**src/mcc_pkg.sv**
```systemverilog
// What this block does
// (RL1) outside virt_ext: undefined_opcode_fault first
// (RL2) guest mode: exit to guest monitor only
// (RL3) guest exit records monitor-call exit reason
// (RL4) root in sys_mgmt_mode or invalid control: fail
// (RL5) v86 or long mode without CS.L: fault
// (RL6) privilege above zero: protection fault, code zero
// (RL7) dual monitor active: sys_mgmt_mode exit
// (RL8) no valid structure pointer: fail without structure
// (RL9) launch state not clear: fail with structure
// (RL10) bad state-saving exit controls: fail with structure
// (RL11) enter mode, check revision, mismatch fails
// (RL12) check features: fail or activate dual monitor
// (RL13) decode opcode 0F 01 C1
// (RL14) lock, repeat, operand-size prefix fault
// (RL15) real-address mode always faults
// (RL16) exactly one one-hot outcome per call taken while idle; a call while busy gets none
`default_nettype none
package mcc_pkg;
  // ----------------------------------------
  // register map, byte addresses
  // ----------------------------------------
  localparam logic [4:0] REG_REV = 5'h00;
  localparam logic [4:0] REG_STATUS = 5'h04;
  localparam logic [4:0] REG_MASK = 5'h08;
  localparam logic [4:0] REG_RESULT = 5'h0C;
  localparam logic [4:0] REG_DUAL = 5'h10;
  localparam logic [31:0] REV_RESET = 32'h00000001;
  localparam logic [6:0] MASK_RESET = 7'h00;
  localparam logic [1:0] RESP_OKAY = 2'h0;
  localparam logic [1:0] RESP_SLVERR = 2'h2;
  // ----------------------------------------
  // outcome bits and fields
  // ----------------------------------------
  localparam int NOUT = 7;
  localparam int OUT_UD = 0;
  localparam int OUT_GP = 1;
  localparam int OUT_GUEST = 2;
  localparam int OUT_FAILINV = 3;
  localparam int OUT_FAILVAL = 4;
  localparam int OUT_SMMEXIT = 5;
  localparam int OUT_DUAL = 6;
  localparam int RES_ERR_LSB = 8;
  localparam int RES_BUSY = 16;
  localparam int RES_SMM = 17;
  localparam logic [23:0] OPC_MONCALL = 24'h0F01C1;
  localparam logic [7:0] ERR_NONE = 8'h00;
  localparam logic [7:0] ERR_ROOT = 8'h01;
  localparam logic [7:0] ERR_NONCLEAR = 8'h02;
  localparam logic [7:0] ERR_EXITCTL = 8'h03;
  localparam logic [7:0] ERR_REV = 8'h04;
  localparam logic [7:0] ERR_FEAT = 8'h05;
endpackage
`default_nettype wire

```
**src/mcc_decide.sv**
```systemverilog
`default_nettype none
module mcc_decide
  import mcc_pkg::*;
(
  input wire logic [23:0] opcode, // instruction bytes
  input wire logic lockPfx, // lock prefix seen
  input wire logic repPfx, // any repeat prefix
  input wire logic opSizePfx, // operand-size prefix
  input wire logic realMode, // real-address mode
  input wire logic inVirtExt, // in virt_ext operation
  input wire logic nonRoot, // guest operation
  input wire logic sysMgmtMode, // core in sys_mgmt_mode
  input wire logic smmMonCtlValid, // monitor control valid bit
  input wire logic v86Flag, // v86 flag
  input wire logic longModeActive, // long mode active
  input wire logic csLong, // code segment long bit
  input wire logic [1:0] curPrivLevel, // privilege level
  input wire logic dualActive, // dual monitor treatment on
  input wire logic vmcsPtrValid, // structure pointer valid
  input wire logic launchClear, // launch state clear
  input wire logic exitCtlValid, // save exit controls valid
  output logic isCall, // opcode matches
  output logic [NOUT-1:0] outcome, // immediate outcome, one-hot; all zero when startAct
  output logic [7:0] failErr, // error number for failures
  output logic startAct // go to the activation steps
);
  always_comb begin
    isCall = (opcode == OPC_MONCALL); // RL13
    outcome = '0;
    failErr = ERR_NONE;
    startAct = 1'b0;
    // decode-time faults outrank every state check
    if (lockPfx || repPfx || opSizePfx) begin
      outcome[OUT_UD] = 1'b1; // RL14
    end else if (realMode || !inVirtExt) begin
      outcome[OUT_UD] = 1'b1; // RL1 RL15
    end else if (nonRoot) begin
      outcome[OUT_GUEST] = 1'b1; // RL2
    end else if (sysMgmtMode || !smmMonCtlValid) begin
      failErr = ERR_ROOT; // RL4
      if (vmcsPtrValid) begin
        outcome[OUT_FAILVAL] = 1'b1;
      end else begin
        outcome[OUT_FAILINV] = 1'b1;
      end
    end else if (v86Flag || (longModeActive && !csLong)) begin
      outcome[OUT_UD] = 1'b1; // RL5
    end else if (curPrivLevel != 2'h0) begin
      outcome[OUT_GP] = 1'b1; // RL6
    end else if (dualActive) begin
      outcome[OUT_SMMEXIT] = 1'b1; // RL7
    end else if (!vmcsPtrValid) begin
      outcome[OUT_FAILINV] = 1'b1; // RL8
    end else if (!launchClear) begin
      outcome[OUT_FAILVAL] = 1'b1; // RL9
      failErr = ERR_NONCLEAR;
    end else if (!exitCtlValid) begin
      outcome[OUT_FAILVAL] = 1'b1; // RL10
      failErr = ERR_EXITCTL;
    end else begin
      startAct = 1'b1; // RL11
    end
  end
endmodule
`default_nettype wire

```
**src/mcc_unit.sv**
```systemverilog
// Local design decisions: the register offsets and the AXI4-Lite slave port.
`default_nettype none
module mcc_unit
  import mcc_pkg::*;
#(
  parameter logic [15:0] EXIT_REASON = 16'h0001
)(
  input wire logic ref_clk, // core clock
  input wire logic rst, // async reset, high
  input wire logic instrValid, // one-cycle execute strobe
  input wire logic [23:0] opcode, // instruction bytes
  input wire logic lockPfx, // lock prefix
  input wire logic repPfx, // repeat prefix
  input wire logic opSizePfx, // operand-size prefix
  input wire logic realMode, // real-address mode
  input wire logic inVirtExt, // in virt_ext operation
  input wire logic nonRoot, // guest operation
  input wire logic sysMgmtMode, // core in sys_mgmt_mode
  input wire logic smmMonCtlValid, // monitor control valid bit
  input wire logic v86Flag, // v86 flag
  input wire logic longModeActive, // long mode active
  input wire logic csLong, // code segment long bit
  input wire logic [1:0] curPrivLevel, // privilege level
  input wire logic vmcsPtrValid, // structure pointer valid
  input wire logic launchClear, // launch state clear
  input wire logic exitCtlValid, // save exit controls valid
  input wire logic [31:0] monSegRev, // monitor_segment revision
  input wire logic featuresValid, // monitor_segment features ok
  output logic resultValid, // one-cycle outcome pulse
  output logic [NOUT-1:0] result, // one-hot outcome
  output logic [7:0] failErr, // failure error number
  output logic [15:0] exitReason, // reason on guest exit
  output logic [15:0] errCode, // protection fault code
  output logic smmActive, // block holds sys_mgmt_mode
  output logic dualActive, // dual monitor treatment on
  output logic busy, // activation steps running
  output logic irq, // level interrupt
  input wire logic [4:0] s_axi_awaddr, // write address
  input wire logic s_axi_awvalid, // write address valid
  output logic s_axi_awready, // write address ready
  input wire logic [31:0] s_axi_wdata, // write data
  input wire logic [3:0] s_axi_wstrb, // byte strobes
  input wire logic s_axi_wvalid, // write data valid
  output logic s_axi_wready, // write data ready
  output logic [1:0] s_axi_bresp, // write response
  output logic s_axi_bvalid, // write response valid
  input wire logic s_axi_bready, // write response ready
  input wire logic [4:0] s_axi_araddr, // read address
  input wire logic s_axi_arvalid, // read address valid
  output logic s_axi_arready, // read address ready
  output logic [31:0] s_axi_rdata, // read data
  output logic [1:0] s_axi_rresp, // read response
  output logic s_axi_rvalid, // read data valid
  input wire logic s_axi_rready // read data ready
);
  // ----------------------------------------
  // state
  // ----------------------------------------
  typedef enum logic [2:0] {
    S_IDLE = 3'b001,
    S_REV = 3'b010,
    S_FEAT = 3'b100
  } mcc_st_t;

  typedef struct packed {
    mcc_st_t st;
    logic resV;
    logic [NOUT-1:0] res;
    logic [7:0] err;
    logic [15:0] reason;
    logic [15:0] ecode;
    logic sys_mgmt_mode;
    logic dual;
    logic busy;
    logic irq;
    logic [31:0] rev;
    logic [NOUT-1:0] sts;
    logic [NOUT-1:0] msk;
    logic awRdy;
    logic wRdy;
    logic awHeld;
    logic wHeld;
    logic [4:0] awA;
    logic [31:0] wD;
    logic [3:0] wS;
    logic bV;
    logic [1:0] bR;
    logic arRdy;
    logic rV;
    logic [31:0] rD;
    logic [1:0] rR;
  } mcc_state_t;

  mcc_state_t q;
  mcc_state_t n;
  logic isCall;
  logic [NOUT-1:0] decOut;
  logic [7:0] decErr;
  logic startAct;

  mcc_decide u_decide (
    .opcode(opcode),
    .lockPfx(lockPfx),
    .repPfx(repPfx),
    .opSizePfx(opSizePfx),
    .realMode(realMode),
    .inVirtExt(inVirtExt),
    .nonRoot(nonRoot),
    .sysMgmtMode(sysMgmtMode),
    .smmMonCtlValid(smmMonCtlValid),
    .v86Flag(v86Flag),
    .longModeActive(longModeActive),
    .csLong(csLong),
    .curPrivLevel(curPrivLevel),
    .dualActive(q.dual),
    .vmcsPtrValid(vmcsPtrValid),
    .launchClear(launchClear),
    .exitCtlValid(exitCtlValid),
    .isCall(isCall),
    .outcome(decOut),
    .failErr(decErr),
    .startAct(startAct)
  );

  // ----------------------------------------
  // next state
  // ----------------------------------------
  always_comb begin
    n = q;
    n.resV = 1'b0;
    n.res = '0;
    // ---- outcome sequencing ----
    unique case (q.st)
      S_IDLE: begin
        // a call during activation steps is not taken; busy tells the core
        if (instrValid && isCall) begin
          if (startAct) begin
            n.st = S_REV; // RL11
            n.sys_mgmt_mode = 1'b1;
          end else begin
            n.resV = 1'b1; // RL16
            n.res = decOut;
            n.err = decErr;
            n.ecode = 16'h0000; // RL6
            if (decOut[OUT_GUEST]) begin
              n.reason = EXIT_REASON; // RL3
            end
          end
        end
      end
      S_REV: begin
        if (monSegRev != q.rev) begin
          n.st = S_IDLE; // RL11
          n.sys_mgmt_mode = 1'b0;
          n.resV = 1'b1;
          n.res[OUT_FAILVAL] = 1'b1;
          n.err = ERR_REV;
        end else begin
          n.st = S_FEAT;
        end
      end
      S_FEAT: begin
        n.st = S_IDLE;
        n.resV = 1'b1;
        if (!featuresValid) begin
          n.sys_mgmt_mode = 1'b0; // RL12
          n.res[OUT_FAILVAL] = 1'b1;
          n.err = ERR_FEAT;
        end else begin
          n.dual = 1'b1; // RL12
          n.res[OUT_DUAL] = 1'b1;
          n.err = ERR_NONE;
        end
      end
      default: begin
        n.st = S_IDLE;
        n.sys_mgmt_mode = 1'b0;
      end
    endcase
    n.busy = (n.st != S_IDLE);
    // ---- bus write ----
    if (q.bV && s_axi_bready) begin
      n.bV = 1'b0;
    end
    if (s_axi_awvalid && q.awRdy) begin
      n.awHeld = 1'b1;
      n.awA = s_axi_awaddr;
    end
    if (s_axi_wvalid && q.wRdy) begin
      n.wHeld = 1'b1;
      n.wD = s_axi_wdata;
      n.wS = s_axi_wstrb;
    end
    if (q.awHeld && q.wHeld && !q.bV) begin
      n.awHeld = 1'b0;
      n.wHeld = 1'b0;
      n.bV = 1'b1;
      n.bR = RESP_OKAY;
      unique case (q.awA)
        REG_REV: begin
          for (int i = 0; i < 4; i++) begin
            if (q.wS[i]) begin
              n.rev[i*8 +: 8] = q.wD[i*8 +: 8];
            end
          end
        end
        REG_MASK: begin
          if (q.wS[0]) begin
            n.msk = q.wD[NOUT-1:0];
          end
        end
        REG_DUAL: begin
          // hardware activation in the same cycle wins over software
          if (q.wS[0] && !(q.st == S_FEAT && featuresValid)) begin
            n.dual = q.wD[0];
          end
        end
        REG_STATUS, REG_RESULT: begin
          n.bR = RESP_OKAY;
        end
        default: begin
          n.bR = RESP_SLVERR;
        end
      endcase
    end
    n.awRdy = !n.awHeld && !n.bV;
    n.wRdy = !n.wHeld && !n.bV;
    // ---- bus read ----
    if (q.rV && s_axi_rready) begin
      n.rV = 1'b0;
    end
    if (s_axi_arvalid && q.arRdy) begin
      n.rV = 1'b1;
      n.rR = RESP_OKAY;
      n.rD = '0;
      unique case (s_axi_araddr)
        REG_REV: n.rD = q.rev;
        REG_STATUS: begin
          n.rD[NOUT-1:0] = q.sts;
          n.sts = '0;
        end
        REG_MASK: n.rD[NOUT-1:0] = q.msk;
        REG_RESULT: begin
          n.rD[NOUT-1:0] = q.res;
          n.rD[RES_ERR_LSB +: 8] = q.err;
          n.rD[RES_BUSY] = q.busy;
          n.rD[RES_SMM] = q.sys_mgmt_mode;
        end
        REG_DUAL: n.rD[0] = q.dual;
        default: n.rR = RESP_SLVERR;
      endcase
    end
    n.arRdy = !n.rV;
    // set after clear, so an event in the clearing read survives
    if (n.resV) begin
      n.sts = n.sts | n.res;
    end
    n.irq = |(n.sts & n.msk);
  end

  always_ff @(posedge ref_clk or posedge rst) begin
    if (rst) begin
      q <= '{st: S_IDLE, rev: REV_RESET, msk: MASK_RESET, awRdy: 1'b1,
             wRdy: 1'b1, arRdy: 1'b1, default: '0};
    end else begin
      q <= n;
    end
  end

  // ----------------------------------------
  // outputs
  // ----------------------------------------
  assign resultValid = q.resV;
  assign result = q.res;
  assign failErr = q.err;
  assign exitReason = q.reason;
  assign errCode = q.ecode;
  assign smmActive = q.sys_mgmt_mode;
  assign dualActive = q.dual;
  assign busy = q.busy;
  assign irq = q.irq;
  assign s_axi_awready = q.awRdy;
  assign s_axi_wready = q.wRdy;
  assign s_axi_bresp = q.bR;
  assign s_axi_bvalid = q.bV;
  assign s_axi_arready = q.arRdy;
  assign s_axi_rdata = q.rD;
  assign s_axi_rresp = q.rR;
  assign s_axi_rvalid = q.rV;
endmodule
`default_nettype wire

```
**config.mk**
```make
export PLATFORM = sky130hd
export DESIGN_NAME = mcc_unit
export DESIGN_NICKNAME = d
export VERILOG_FILES = /design/src/mcc_pkg.sv /design/src/mcc_decide.sv /design/src/mcc_unit.sv
export SDC_FILE = /design/constraint.sdc
export NUM_CORES = 1
export LEC_CHECK = 0
export BUFFER_PORTS_ARGS = -buffer_cell sky130_fd_sc_hd__buf_2
export CAP_MARGIN = 10
export CORE_MARGIN = 1
export CORE_UTILIZATION = 52
export DETAILED_ROUTE_END_ITERATION = 10
export PLACE_DENSITY = 0.84
export SLEW_MARGIN = 5
export SYNTH_ARGS = -nofsm -noshare
export SYNTH_HDL_FRONTEND = slang
export SYNTH_HIERARCHICAL = 1
export SYNTH_SLANG_ARGS = --single-unit
export TNS_END_PERCENT = 5
```
**constraint.sdc**
```tcl
create_clock -name ref_clk -period 6.3 [get_ports ref_clk]
set_input_delay 1.26 -clock ref_clk [delete_from_list [all_inputs] [get_ports ref_clk]]
set_output_delay 1.26 -clock ref_clk [all_outputs]
set_load 0.02 [all_outputs]
```
Word level (Yosys, flattened, before mapping)
Cells that the tools add are included.
{"block": "word_totals", "register_bits": 154, "inputBits": 127, "output_inout_bits": 93, "wordCells": 179}
{"block": "classes", "eq_ne": 19, "muxes": 88, "n_bitwise": 3, "n_reduce_logical": 41}
{"cell": "two-way mux 8 bit", "count": 10}
{"cell": "two-way mux 52 bit", "count": 1}
{"cell": "two-way mux 48 bit", "count": 1}
{"cell": "two-way mux 7 bit", "count": 6}
{"cell": "two-way mux 1 bit", "count": 41}
{"cell": "two-way mux 35 bit", "count": 1}
{"cell": "inequality test 32 bit", "count": 1}
{"cell": "== test 24 x 20 -> 1 bit, second input constant", "count": 1}
{"cell": "one-hot mux 6 bit (4 select lines)", "count": 1}
{"cell": "one-hot mux 8 bit (3 select lines)", "count": 1}
{"cell": "two-way mux 3 bit", "count": 7}
{"cell": "== test 5 x 4 -> 1 bit, second input constant", "count": 4}
{"cell": "one-hot mux 10 bit (2 select lines)", "count": 1}
{"cell": "two-way mux 2 bit", "count": 8}
{"cell": "two-way mux 14 bit", "count": 1}
{"cell": "logical AND 1 bit", "count": 13}
{"cell": "AND reduction 3 bit", "count": 4}
{"cell": "AND reduction 4 bit", "count": 3}
{"cell": "== test 5 x 3 -> 1 bit, second input constant", "count": 2}
{"cell": "== test 5 bit, second input constant", "count": 2}
{"cell": "logical NOT 5 bit", "count": 2}
{"cell": "two-way mux 5 bit", "count": 2}
{"cell": "inequality test 2 bit, second input constant", "count": 5}
{"cell": "OR reduction 5 bit", "count": 2}
{"cell": "other kinds (17)", "count": 31}

Logic depth before layout (Yosys ltp)
Gate-level depths: netlist of run 1.
{"block": "logic_depth", "word_depth": 18, "ltp_mapped": 9, "mapped_depth_nobuf": 8}

Cells and area by module
The synthesis of run 1 kept the hierarchy.
{"mod": "mcc_unit", "instances": 1, "cells_per_inst": 584, "area_each_um2": 7065.5, "seq_area_each_um2": 3809.9}
{"mod": "mcc_decide", "instances": 1, "cells_per_inst": 45, "area_each_um2": 276.5, "seq_area_each_um2": 0.0}

Least setup slack after synthesis of run 1
No wires, ideal clock.
{"block": "synth_timing", "kind": "input port to flip-flop", "start": "input port realMode", "end": "register q, in the netlist irq", "setup_time_ps": 134, "arrival_ps": 2967, "required_time_ps": 6166, "slack_ps": 3199, "stages": 9, "path_buffers": 1, "path_cell_list": "nand2b_1 -> nor4_1 -> nand3_1 -> nor3_1 -> nor3_1 -> buf_2 -> a22o_1 -> a22oi_1 -> nand4b_1"}
{"element": "start, declared", "line": "mcc_unit.sv:15", "source": "input wire logic realMode,"}
{"element": "end signal, assigned", "line": "mcc_unit.sv:263", "source": "q <= '{st: S_IDLE, rev: REV_RESET, msk: MASK_RESET, awRdy: 1'b1,"}
{"element": "end signal, assigned", "line": "mcc_unit.sv:266", "source": "q <= n;"}
{"element": "end, declared", "line": "mcc_unit.sv:94", "source": "mcc_state_t q;"}

Worst setup path in the final report of run 1
{"block": "layout_timing", "start": "input port realMode", "end": "register q, in the netlist failErr[2]"}
{"block": "layout_via", "elab_cells_between_ends": 10, "classes_between": "1 x eq/ne; 7 x mux; 2 x reduce/logical"}
{"element": "logical OR 1 bit", "line": "mcc_decide.sv:35", "source": "end else if (realMode || !inVirtExt) begin"}
{"element": "two-way mux 1 bit", "line": "mcc_decide.sv:35"}
{"element": "two-way mux 1 bit", "line": "mcc_decide.sv:33", "source": "if (lockPfx || repPfx || opSizePfx) begin"}
{"element": "net startAct", "line": "mcc_unit.sv:99", "source": "logic startAct;"}
{"element": "inequality test 2 bit (no source line)"}
{"element": "AND reduction 4 bit (no source line)"}
The timed path passes the listed nets, and every way through them passes these cells. The select of a mux whose other input is x is not followed.
A chain may end at the register's enable or synchronous reset.

==> results of run 1 <==
## layout by cell type (no fill, tap or decap), types with 5 or more instances in the layout
master       n
nor2_1      22
conb_1      40
xnor2_1     33
a22oi_1     12
nor3_1       8
inv_1       14
nor4b_1      5
buf_2      186
mux2_2      79
nand4_1     11
a22o_1      11
nand2_2      6
o21ai_0     28
mux2i_1      8
a21oi_1      7
nand2_1     60
clkbuf_16   17
mux4_2       6
dfstp_2      5
dfrtp_1    147
and2_1       7
## how the worst min path moves through the flow
stage	startpoint	slack [ns]	to	depth (start not counted)
after floorplan	q[81]	0.39	s_axi_awready	1
after global placement	q[81]	0.42	s_axi_awready	1
after detailed placement	q[81]	0.42	s_axi_awready	1
after CTS	q[81]	0.43	s_axi_awready	1
after global routing	q[81]	0.46	s_axi_awready	1
final	q[81]	0.45	s_axi_awready	1
## worst register-to-register path, stage by stage (launching register included)
cell      delay (ns)
dfrtp_1         0.46
or4b_4          0.58
nor3_1          0.45
nor3_1          0.13
buf_4           0.20
o21bai_1        0.84
mux2_4          0.35
## cells by family after synthesis
family	share of synthesized area [%]
AOI/OAI and AO/OA	7.00
DFF	51.9
other	0.102
muxes	15.4
and+or+nand+nor	10.6
buffers and inverters	11.1
xor gates and xnor gates	3.94
## synth_stat cells, types with 2 or more instances
cell      instances  area [um^2]
inv_1            15         56.3
dfrtp_1         147         3680
a31oi_1           3         18.8
mux4_2            6          135
nor2b_1           3         18.8
nor2_1           22         82.6
a22o_1           11         96.3
a22oi_1          12         90.1
nand2_2           4         25.0
nor3_2            3         30.0
nand4_1          11         68.8
nand2_1          62          233
buf_2             5         25.0
o21ai_0          28          140
a221oi_1          2         17.5
nor4b_1           5         43.8
conb_1            2         7.51
nor4_1            4         25.0
o31ai_1           2         15.0
nor4bb_1          2         20.0
a21oi_1           7         35.0
mux2i_1           8         80.1
mux2_2           79          890
nand2b_1          3         18.8
nor3_1            8         40.0
dfstp_2           5          131
nand3_1           2         10.0
xnor2_1          33          289
buf_4            91          683
a211o_1           2         17.5
and2_1            7         43.8
or2_2             4         25.0
clkbuf_1         10         37.5
## power by group through the flow
stage | clock network, W | registers [W] | logic, W
floorplan | 0 | 0.00133 | 0.000416
global placement | 0 | 0.00135 | 0.000514
detailed placement | 0 | 0.00137 | 0.000530
CTS | 0.00108 | 0.00135 | 0.000533
global route | 0.00111 | 0.00138 | 0.000576
finish | 0.00106 | 0.00135 | 0.000527
## sequential cells by signal (all words and copies together) (netlist names), 7 cells and up
signal / cells
failErr: 8
q: 92
result: 7
s_axi_rdata: 32
## layout make-up
type                    instances  area, um^2
repair buffers                188         946
multi-input cells             393        2870
clock inverters                11         145
fillers                      1116        5280
well taps                     180         225
inverters                      15        61.3
clock buffers                  21         480
flip-flops and latches        152        3810
diodes                          2        5.00
## through the flow
step                      total power, W  instances  worst slack [ns]
after detailed placement         0.00190        928              2.16
final                            0.00294        962              2.52
after floorplan                  0.00174        667             0.955
after CTS                        0.00296        960              2.61
after global routing             0.00307        961              2.23
after global placement           0.00187        928              2.29
## metal layers
metal	global-route usage [%]	routed length (um)
met1	31.2	7310
met2	37.4	7950
met3	6.27	975
met4	8.56	353
met5	0	0
==> flow_summary.json, run 1 <==
{
  "cts_num_sinks": 152,
  "fin_tns_setup_ns": 0,
  "via_count": 5032,
  "dieHeight_um": 121,
  "drtAntennaViolNets": 0,
  "crit_type": "input port to flop",
  "crit_top_cell": "nor3_1",
  "cp_data_arrival_time_ns": 4.09,
  "p_int_w": 0.00214,
  "grt-ovfl-total": 0,
  "grt_first_pass_wirelength_um": 25600,
  "maxSlewViolCount": 0,
  "tritoncts": "built",
  "postSynthCellCount": 629,
  "clkTransAtPathRegs_ns": 0.06,
  "io-pin-count": 220,
  "postCtsSetupBuffers": 0,
  "power.leakage_nw": 4.24,
  "crit_path_start": "realMode",
  "grt_use_total_pct": 23.6,
  "tightest_slew_ns": 1.18,
  "yosys.cell_types.count": 54,
  "cp_num_buf_inv": 2,
  "comb_power_share_pct": 17.9,
  "grt_start_max_net_pins": 104,
  "swShare_pct": 27.3,
  "crit_fanout": 15,
  "wl_per_cell_um": 17.2,
  "ctsLongestPathBuffers": 2,
  "grt_pass1_vias": 4925,
  "ctsHtreeMaxLevel": 4,
  "worst_hold_path_type": "flop to flop",
  "grt_setup_unrepaired": "no",
  "crit_path_top_delay_cell": "o21bai_1",
  "peakVddDrop_mv": 0.249,
  "synth-seq-cells": 152,
  "cts-resized-gates": 0,
  "avgSynthCellArea_um2": 11.7,
  "drc": 0,
  "slowest_delay_ns": 0.84,
  "placementRows": 43,
  "timing.final.crit_share_pct": 60.0,
  "critPathTopFamily": "simple AND/OR/NAND/NOR gates",
  "finish.utilization_pct": 61.8,
  "r2r_setup_slack_ns": 3.17,
  "antenna_found_initial": 2,
  "portBuffers": 186,
  "place_area_um2": 7920,
  "dieArea_um2": 14600,
  "fin_crit_ns": 3.78,
  "path_depth": 9,
  "netlist_area_um2": 7340,
  "die_x_um": 121,
  "core_area_um2": 13800,
  "place.gp.congestion": 0.847,
  "final-setup-viol-count": 0,
  "syn2layout_area_growth_pct": 16.4,
  "pwr_density_cell_nw_per_um2": 344,
  "finalWirelength_um": 16600,
  "ys_seq_area_share_pct": 51.9,
  "nNetsFinal": 894,
  "reg2reg_to": "failErr[2]",
  "clkPwrFrac_pct": 36.0,
  "relSlewSlack_pct": 21.3,
  "end_kind": "flop",
  "power_frac_seq_pct": 46.0,
  "numCtsBuffers": 17,
  "netSwitchingPower_w": 0.000803,
  "hold_viol": 0,
  "clock_latency_ns": 0.42,
  "path_cells": "buf_2 -> nand2b_1 -> nor4_1 -> nand3_1 -> nor3_1 -> nor3_1 -> buf_4 -> o21bai_1 -> mux2_4",
  "drive_above_1_share_pct": 42.6,
  "max_cap_viol_count": 0,
  "initial_core_util_pct": 53.1,
  "worstPathRequired_ns": 6.61,
  "r2r_start": "dualActive",
  "finClkSkew_ns": 0.00750,
  "yosys_warnings": 6,
  "fin_hold_ws_ns": 0.447,
  "ys_async_sr_fraction_pct": 100,
  "design_area_um2": 8550,
  "synth_ff_type": "dfrtp_1",
  "status": "complete, no violations",
  "hold_buffers": 0,
  "ff2ff_path_depth": 6,
  "fmax_mhz": 265,
  "dpl.hpwl_um": 12000,
  "drt_iter0_drc": 239,
  "critical_path.startpoint_type": "input port",
  "drt-pass1-iter-count": 4,
  "cts_root_buf": "clkbuf_16",
  "synth_edf_count": 0,
  "crit_path_end": "failErr[2]",
  "via_per_inst": 5.23
}
(Power assumes the default switching activity.)
==> run 2, diff against run 1 <==
--- a/config.mk
+++ b/config.mk
@@ -5,12 +5,13 @@
 export SDC_FILE = /design/constraint.sdc
 export NUM_CORES = 1
 export LEC_CHECK = 0
+export ABC_AREA = 1
 export BUFFER_PORTS_ARGS = -buffer_cell sky130_fd_sc_hd__buf_2
 export CAP_MARGIN = 10
 export CORE_MARGIN = 1
-export CORE_UTILIZATION = 52
+export CORE_UTILIZATION = 53
 export DETAILED_ROUTE_END_ITERATION = 10
-export PLACE_DENSITY = 0.84
+export PLACE_DENSITY = 0.85
 export SLEW_MARGIN = 5
 export SYNTH_ARGS = -nofsm -noshare
 export SYNTH_HDL_FRONTEND = slang
==> constraint.sdc (replaced) <==
create_clock -name ref_clk -period 3.8 [get_ports ref_clk]
set_input_delay 0.76 -clock ref_clk [delete_from_list [all_inputs] [get_ports ref_clk]]
set_output_delay 0.76 -clock ref_clk [all_outputs]
set_load 0.02 [all_outputs]
==> flow_summary.json, run 2 <==
{
  "status": "complete, no violations",
  "drive_above_1_share_pct": 24.9,
  "synth_top_cell_area_share_pct": 47.9,
  "finClkSkew_ns": 0.00845,
  "power.leakage_nw": 4.64,
  "antenna_found_initial": 2,
  "crit_fanout": 10,
  "via_count": 6176,
  "ff2ff_path_depth": 12,
  "avgSynthCellArea_um2": 8.34,
  "crit_type": "input port to flop",
  "grt_use_total_pct": 24.9,
  "path_cells": "buf_2 -> nor2_4 -> inv_1 -> nor2_1 -> nand3_1 -> nor2_1 -> nor2_1 -> nand2_2 -> inv_1 -> nand2_1 -> inv_1 -> a21oi_1 -> nor2_1 -> nor2_1 -> nand4_1",
  "layout_commonest_cell": "nand2_1",
  "yosysTopAreaCell": "dfrtp_1",
  "max_cap_viol_count": 0,
  "dp_cells": 1216,
  "reg2reg_to": "irq",
  "cp_data_arrival_time_ns": 2.44,
  "finish.utilization_pct": 63.5,
  "ys_async_sr_fraction_pct": 100,
  "worstPathRequired_ns": 4.09,
  "clock_latency_ns": 0.43,
  "clkTransAtPathRegs_ns": 0.06,
  "postSynthCellCount": 920,
  "io-pin-count": 220,
  "core_area_um2": 14000,
  "synth_ff_type": "dfrtp_1",
  "crit_path_end": "irq",
  "drtAntennaViolNets": 0,
  "dieHeight_um": 122,
  "drt-pass1-iter-count": 5,
  "yosys_warnings": 6,
  "die_x_um": 122,
  "timing.final.crit_share_pct": 56.4,
  "tritoncts": "built",
  "synth-seq-cells": 152,
  "worst_hold_path_type": "flop to flop",
  "grt_setup_unrepaired": "no",
  "synth-adder-area-share_pct": 0,
  "final-setup-viol-count": 0,
  "tightest_slew_ns": 1.04,
  "numCtsBuffers": 17,
  "portBuffers": 186,
  "crit_top_cell": "nor2_1",
  "fin_tns_setup_ns": 0,
  "synth_edf_count": 0,
  "synth_xor_area_share_pct": 2.97,
  "place_ws_ns": 1.27,
  "place.gp.congestion": 0.885,
  "largest-register": "q",
  "synth_most_common_cell": "nand2_1",
  "grt-ovfl-total": 0,
  "ff_latch_area_um2": 3810,
  "crit_path_start": "curPrivLevel[1]",
  "maxSlewViolCount": 0,
  "synth_common_cells": "nand2_1 (240), dfrtp_1 (147), inv_1 (109)",
  "fin_ws_ns": 1.66,
  "drt_iter0_drc": 457,
  "cts_num_sinks": 152,
  "cp_num_buf_inv": 4,
  "grt_start_max_net_pins": 52,
  "final_cell_mix": "nand2_1 (240), buf_2 (186), dfrtp_1 (147)",
  "syn2layout_area_growth_pct": 15.7,
  "synth_compound_area_share_pct": 9.49,
  "num-fill-cells": 1220,
  "grt_pass1_vias": 5885,
  "relSlewSlack_pct": 30.9,
  "ctsHtreeMaxLevel": 4,
  "synth_top_family_by_area": "simple AND/OR/NAND/NOR gates",
  "fin_crit_ns": 2.14,
  "grt_first_pass_wirelength_um": 28100,
  "path_depth": 15,
  "r2r_setup_slack_ns": 1.72,
  "critical_path.startpoint_type": "input port",
  "ctsLongestPathBuffers": 2,
  "hold_buffers": 0,
  "slowest_delay_ns": 0.20,
  "postCtsSetupBuffers": 0,
  "yosys.cell_types.count": 40,
  "placementRows": 43,
  "dieArea_um2": 15000,
  "hold_viol": 0,
  "nNetsFinal": 1182,
  "ys_seq_area_share_pct": 49.6,
  "yosys.area_share.simple_pct": 22.1,
  "cts-resized-gates": 0,
  "crit_path_top_delay_cell": "nand2_2",
  "pwr_density_cell_nw_per_um2": 607,
  "largest_reg_flops": 92,
  "peakVddDrop_mv": 0.407,
  "wl_per_cell_um": 14.4,
  "netlist_area_um2": 7670,
  "end_kind": "flop",
  "cts_root_buf": "clkbuf_16",
  "r2r_start": "dualActive",
  "drc": 0,
  "via_per_inst": 4.94,
  "fmax_mhz": 467,
  "finalWirelength_um": 18000,
  "final_cells": 1250,
  "synthTopCellsByArea": "dfrtp_1 (48%), nand2_1 (12%), buf_4 (8.8%)",
  "initial_core_util_pct": 54.9,
  "multiInputGateArea_um2": 2800,
  "critPathTopFamily": "simple AND/OR/NAND/NOR gates",
  "dpl.hpwl_um": 13400,
  "muxShareOfSynthArea_pct": 0
}
run 2: changes by cell type after synthesis, sizes merged, moves of 31 or more:
cell and delta:
nor2 +64, o21ai +56, mux2 -81, nand2 +178, nand3 +31, inv +99
run 2: worst reg2reg max path, cell delays in order (launching register included):
cell and delay [ns]:
dfrtp_1 0.48, nor3_1 0.24, nand3_1 0.09, nor2_1 0.15, nor2_1 0.10, nand2_2 0.20
inv_1 0.11, nand2_1 0.07, inv_1 0.06, a21oi_1 0.17, nor2_1 0.07, nor2_1 0.11
nand4_1 0.10
run 2: layout make-up:
class	count	share of cell area (%)
sequential	152	42.9
multi-input combinational	578	31.5
timing repair buffer	192	11.4
clock buffer	25	5.69
inverter	114	4.86
tap	180	2.54
clock inverter	7	1.01
antenna	2	0.0564
run 2: routing by layer:
| metal | up-vias | global-route usage [%] | part of all wire [%] |
|---|---|---|---|
| li1 | 3042 | - | - |
| met1 | 2865 | 32.3 | 44 |
| met2 | 221 | 39.7 | 48 |
| met3 | 46 | 6.27 | 5.6 |
| met4 | 2 | 10.5 | 2.6 |
| met5 | - | 0 | 0.056 |
run 2: power by group:
group	total (W)	internal, W	switching [W]
clock	0.00169	0.00105	0.000638
combinational	0.00128	0.000475	0.000804
sequential	0.00242	0.00210	0.000316
run 2: through the flow:
stage                     cell area, um^2  hold WS (ns)  power (W)
after floorplan                      7820         0.441    0.00338
after detailed placement             8280         0.415    0.00371
after CTS                            8870         0.442    0.00540
after global placement               8280         0.410    0.00364
final                                8880         0.437    0.00539
after global routing                 8870         0.469    0.00570
run 2: cells by family (layout without fill, tap and decap cells):
group / count (synthesis) / in the layout
XOR/XNOR: 26 / 26
AO/OA/AOI/OAI: 127 / 127
buffers and inverters: 228 / 338
AND/OR/NAND/NOR: 385 / 385
flip-flops: 152 / 152
other: 2 / 42
run 2: worst min path at each step:
stage / startpoint / to / cells past startpoint / slack (ns)
global route: s_axi_rvalid / s_axi_arready / 1 / 0.47
global placement: s_axi_rvalid / s_axi_arready / 1 / 0.41
CTS: s_axi_rvalid / s_axi_arready / 1 / 0.44
finish: s_axi_rvalid / s_axi_arready / 1 / 0.44
detailed placement: s_axi_rvalid / s_axi_arready / 1 / 0.42
floorplan: exitReason[0] / exitReason[0] / 1 / 0.44
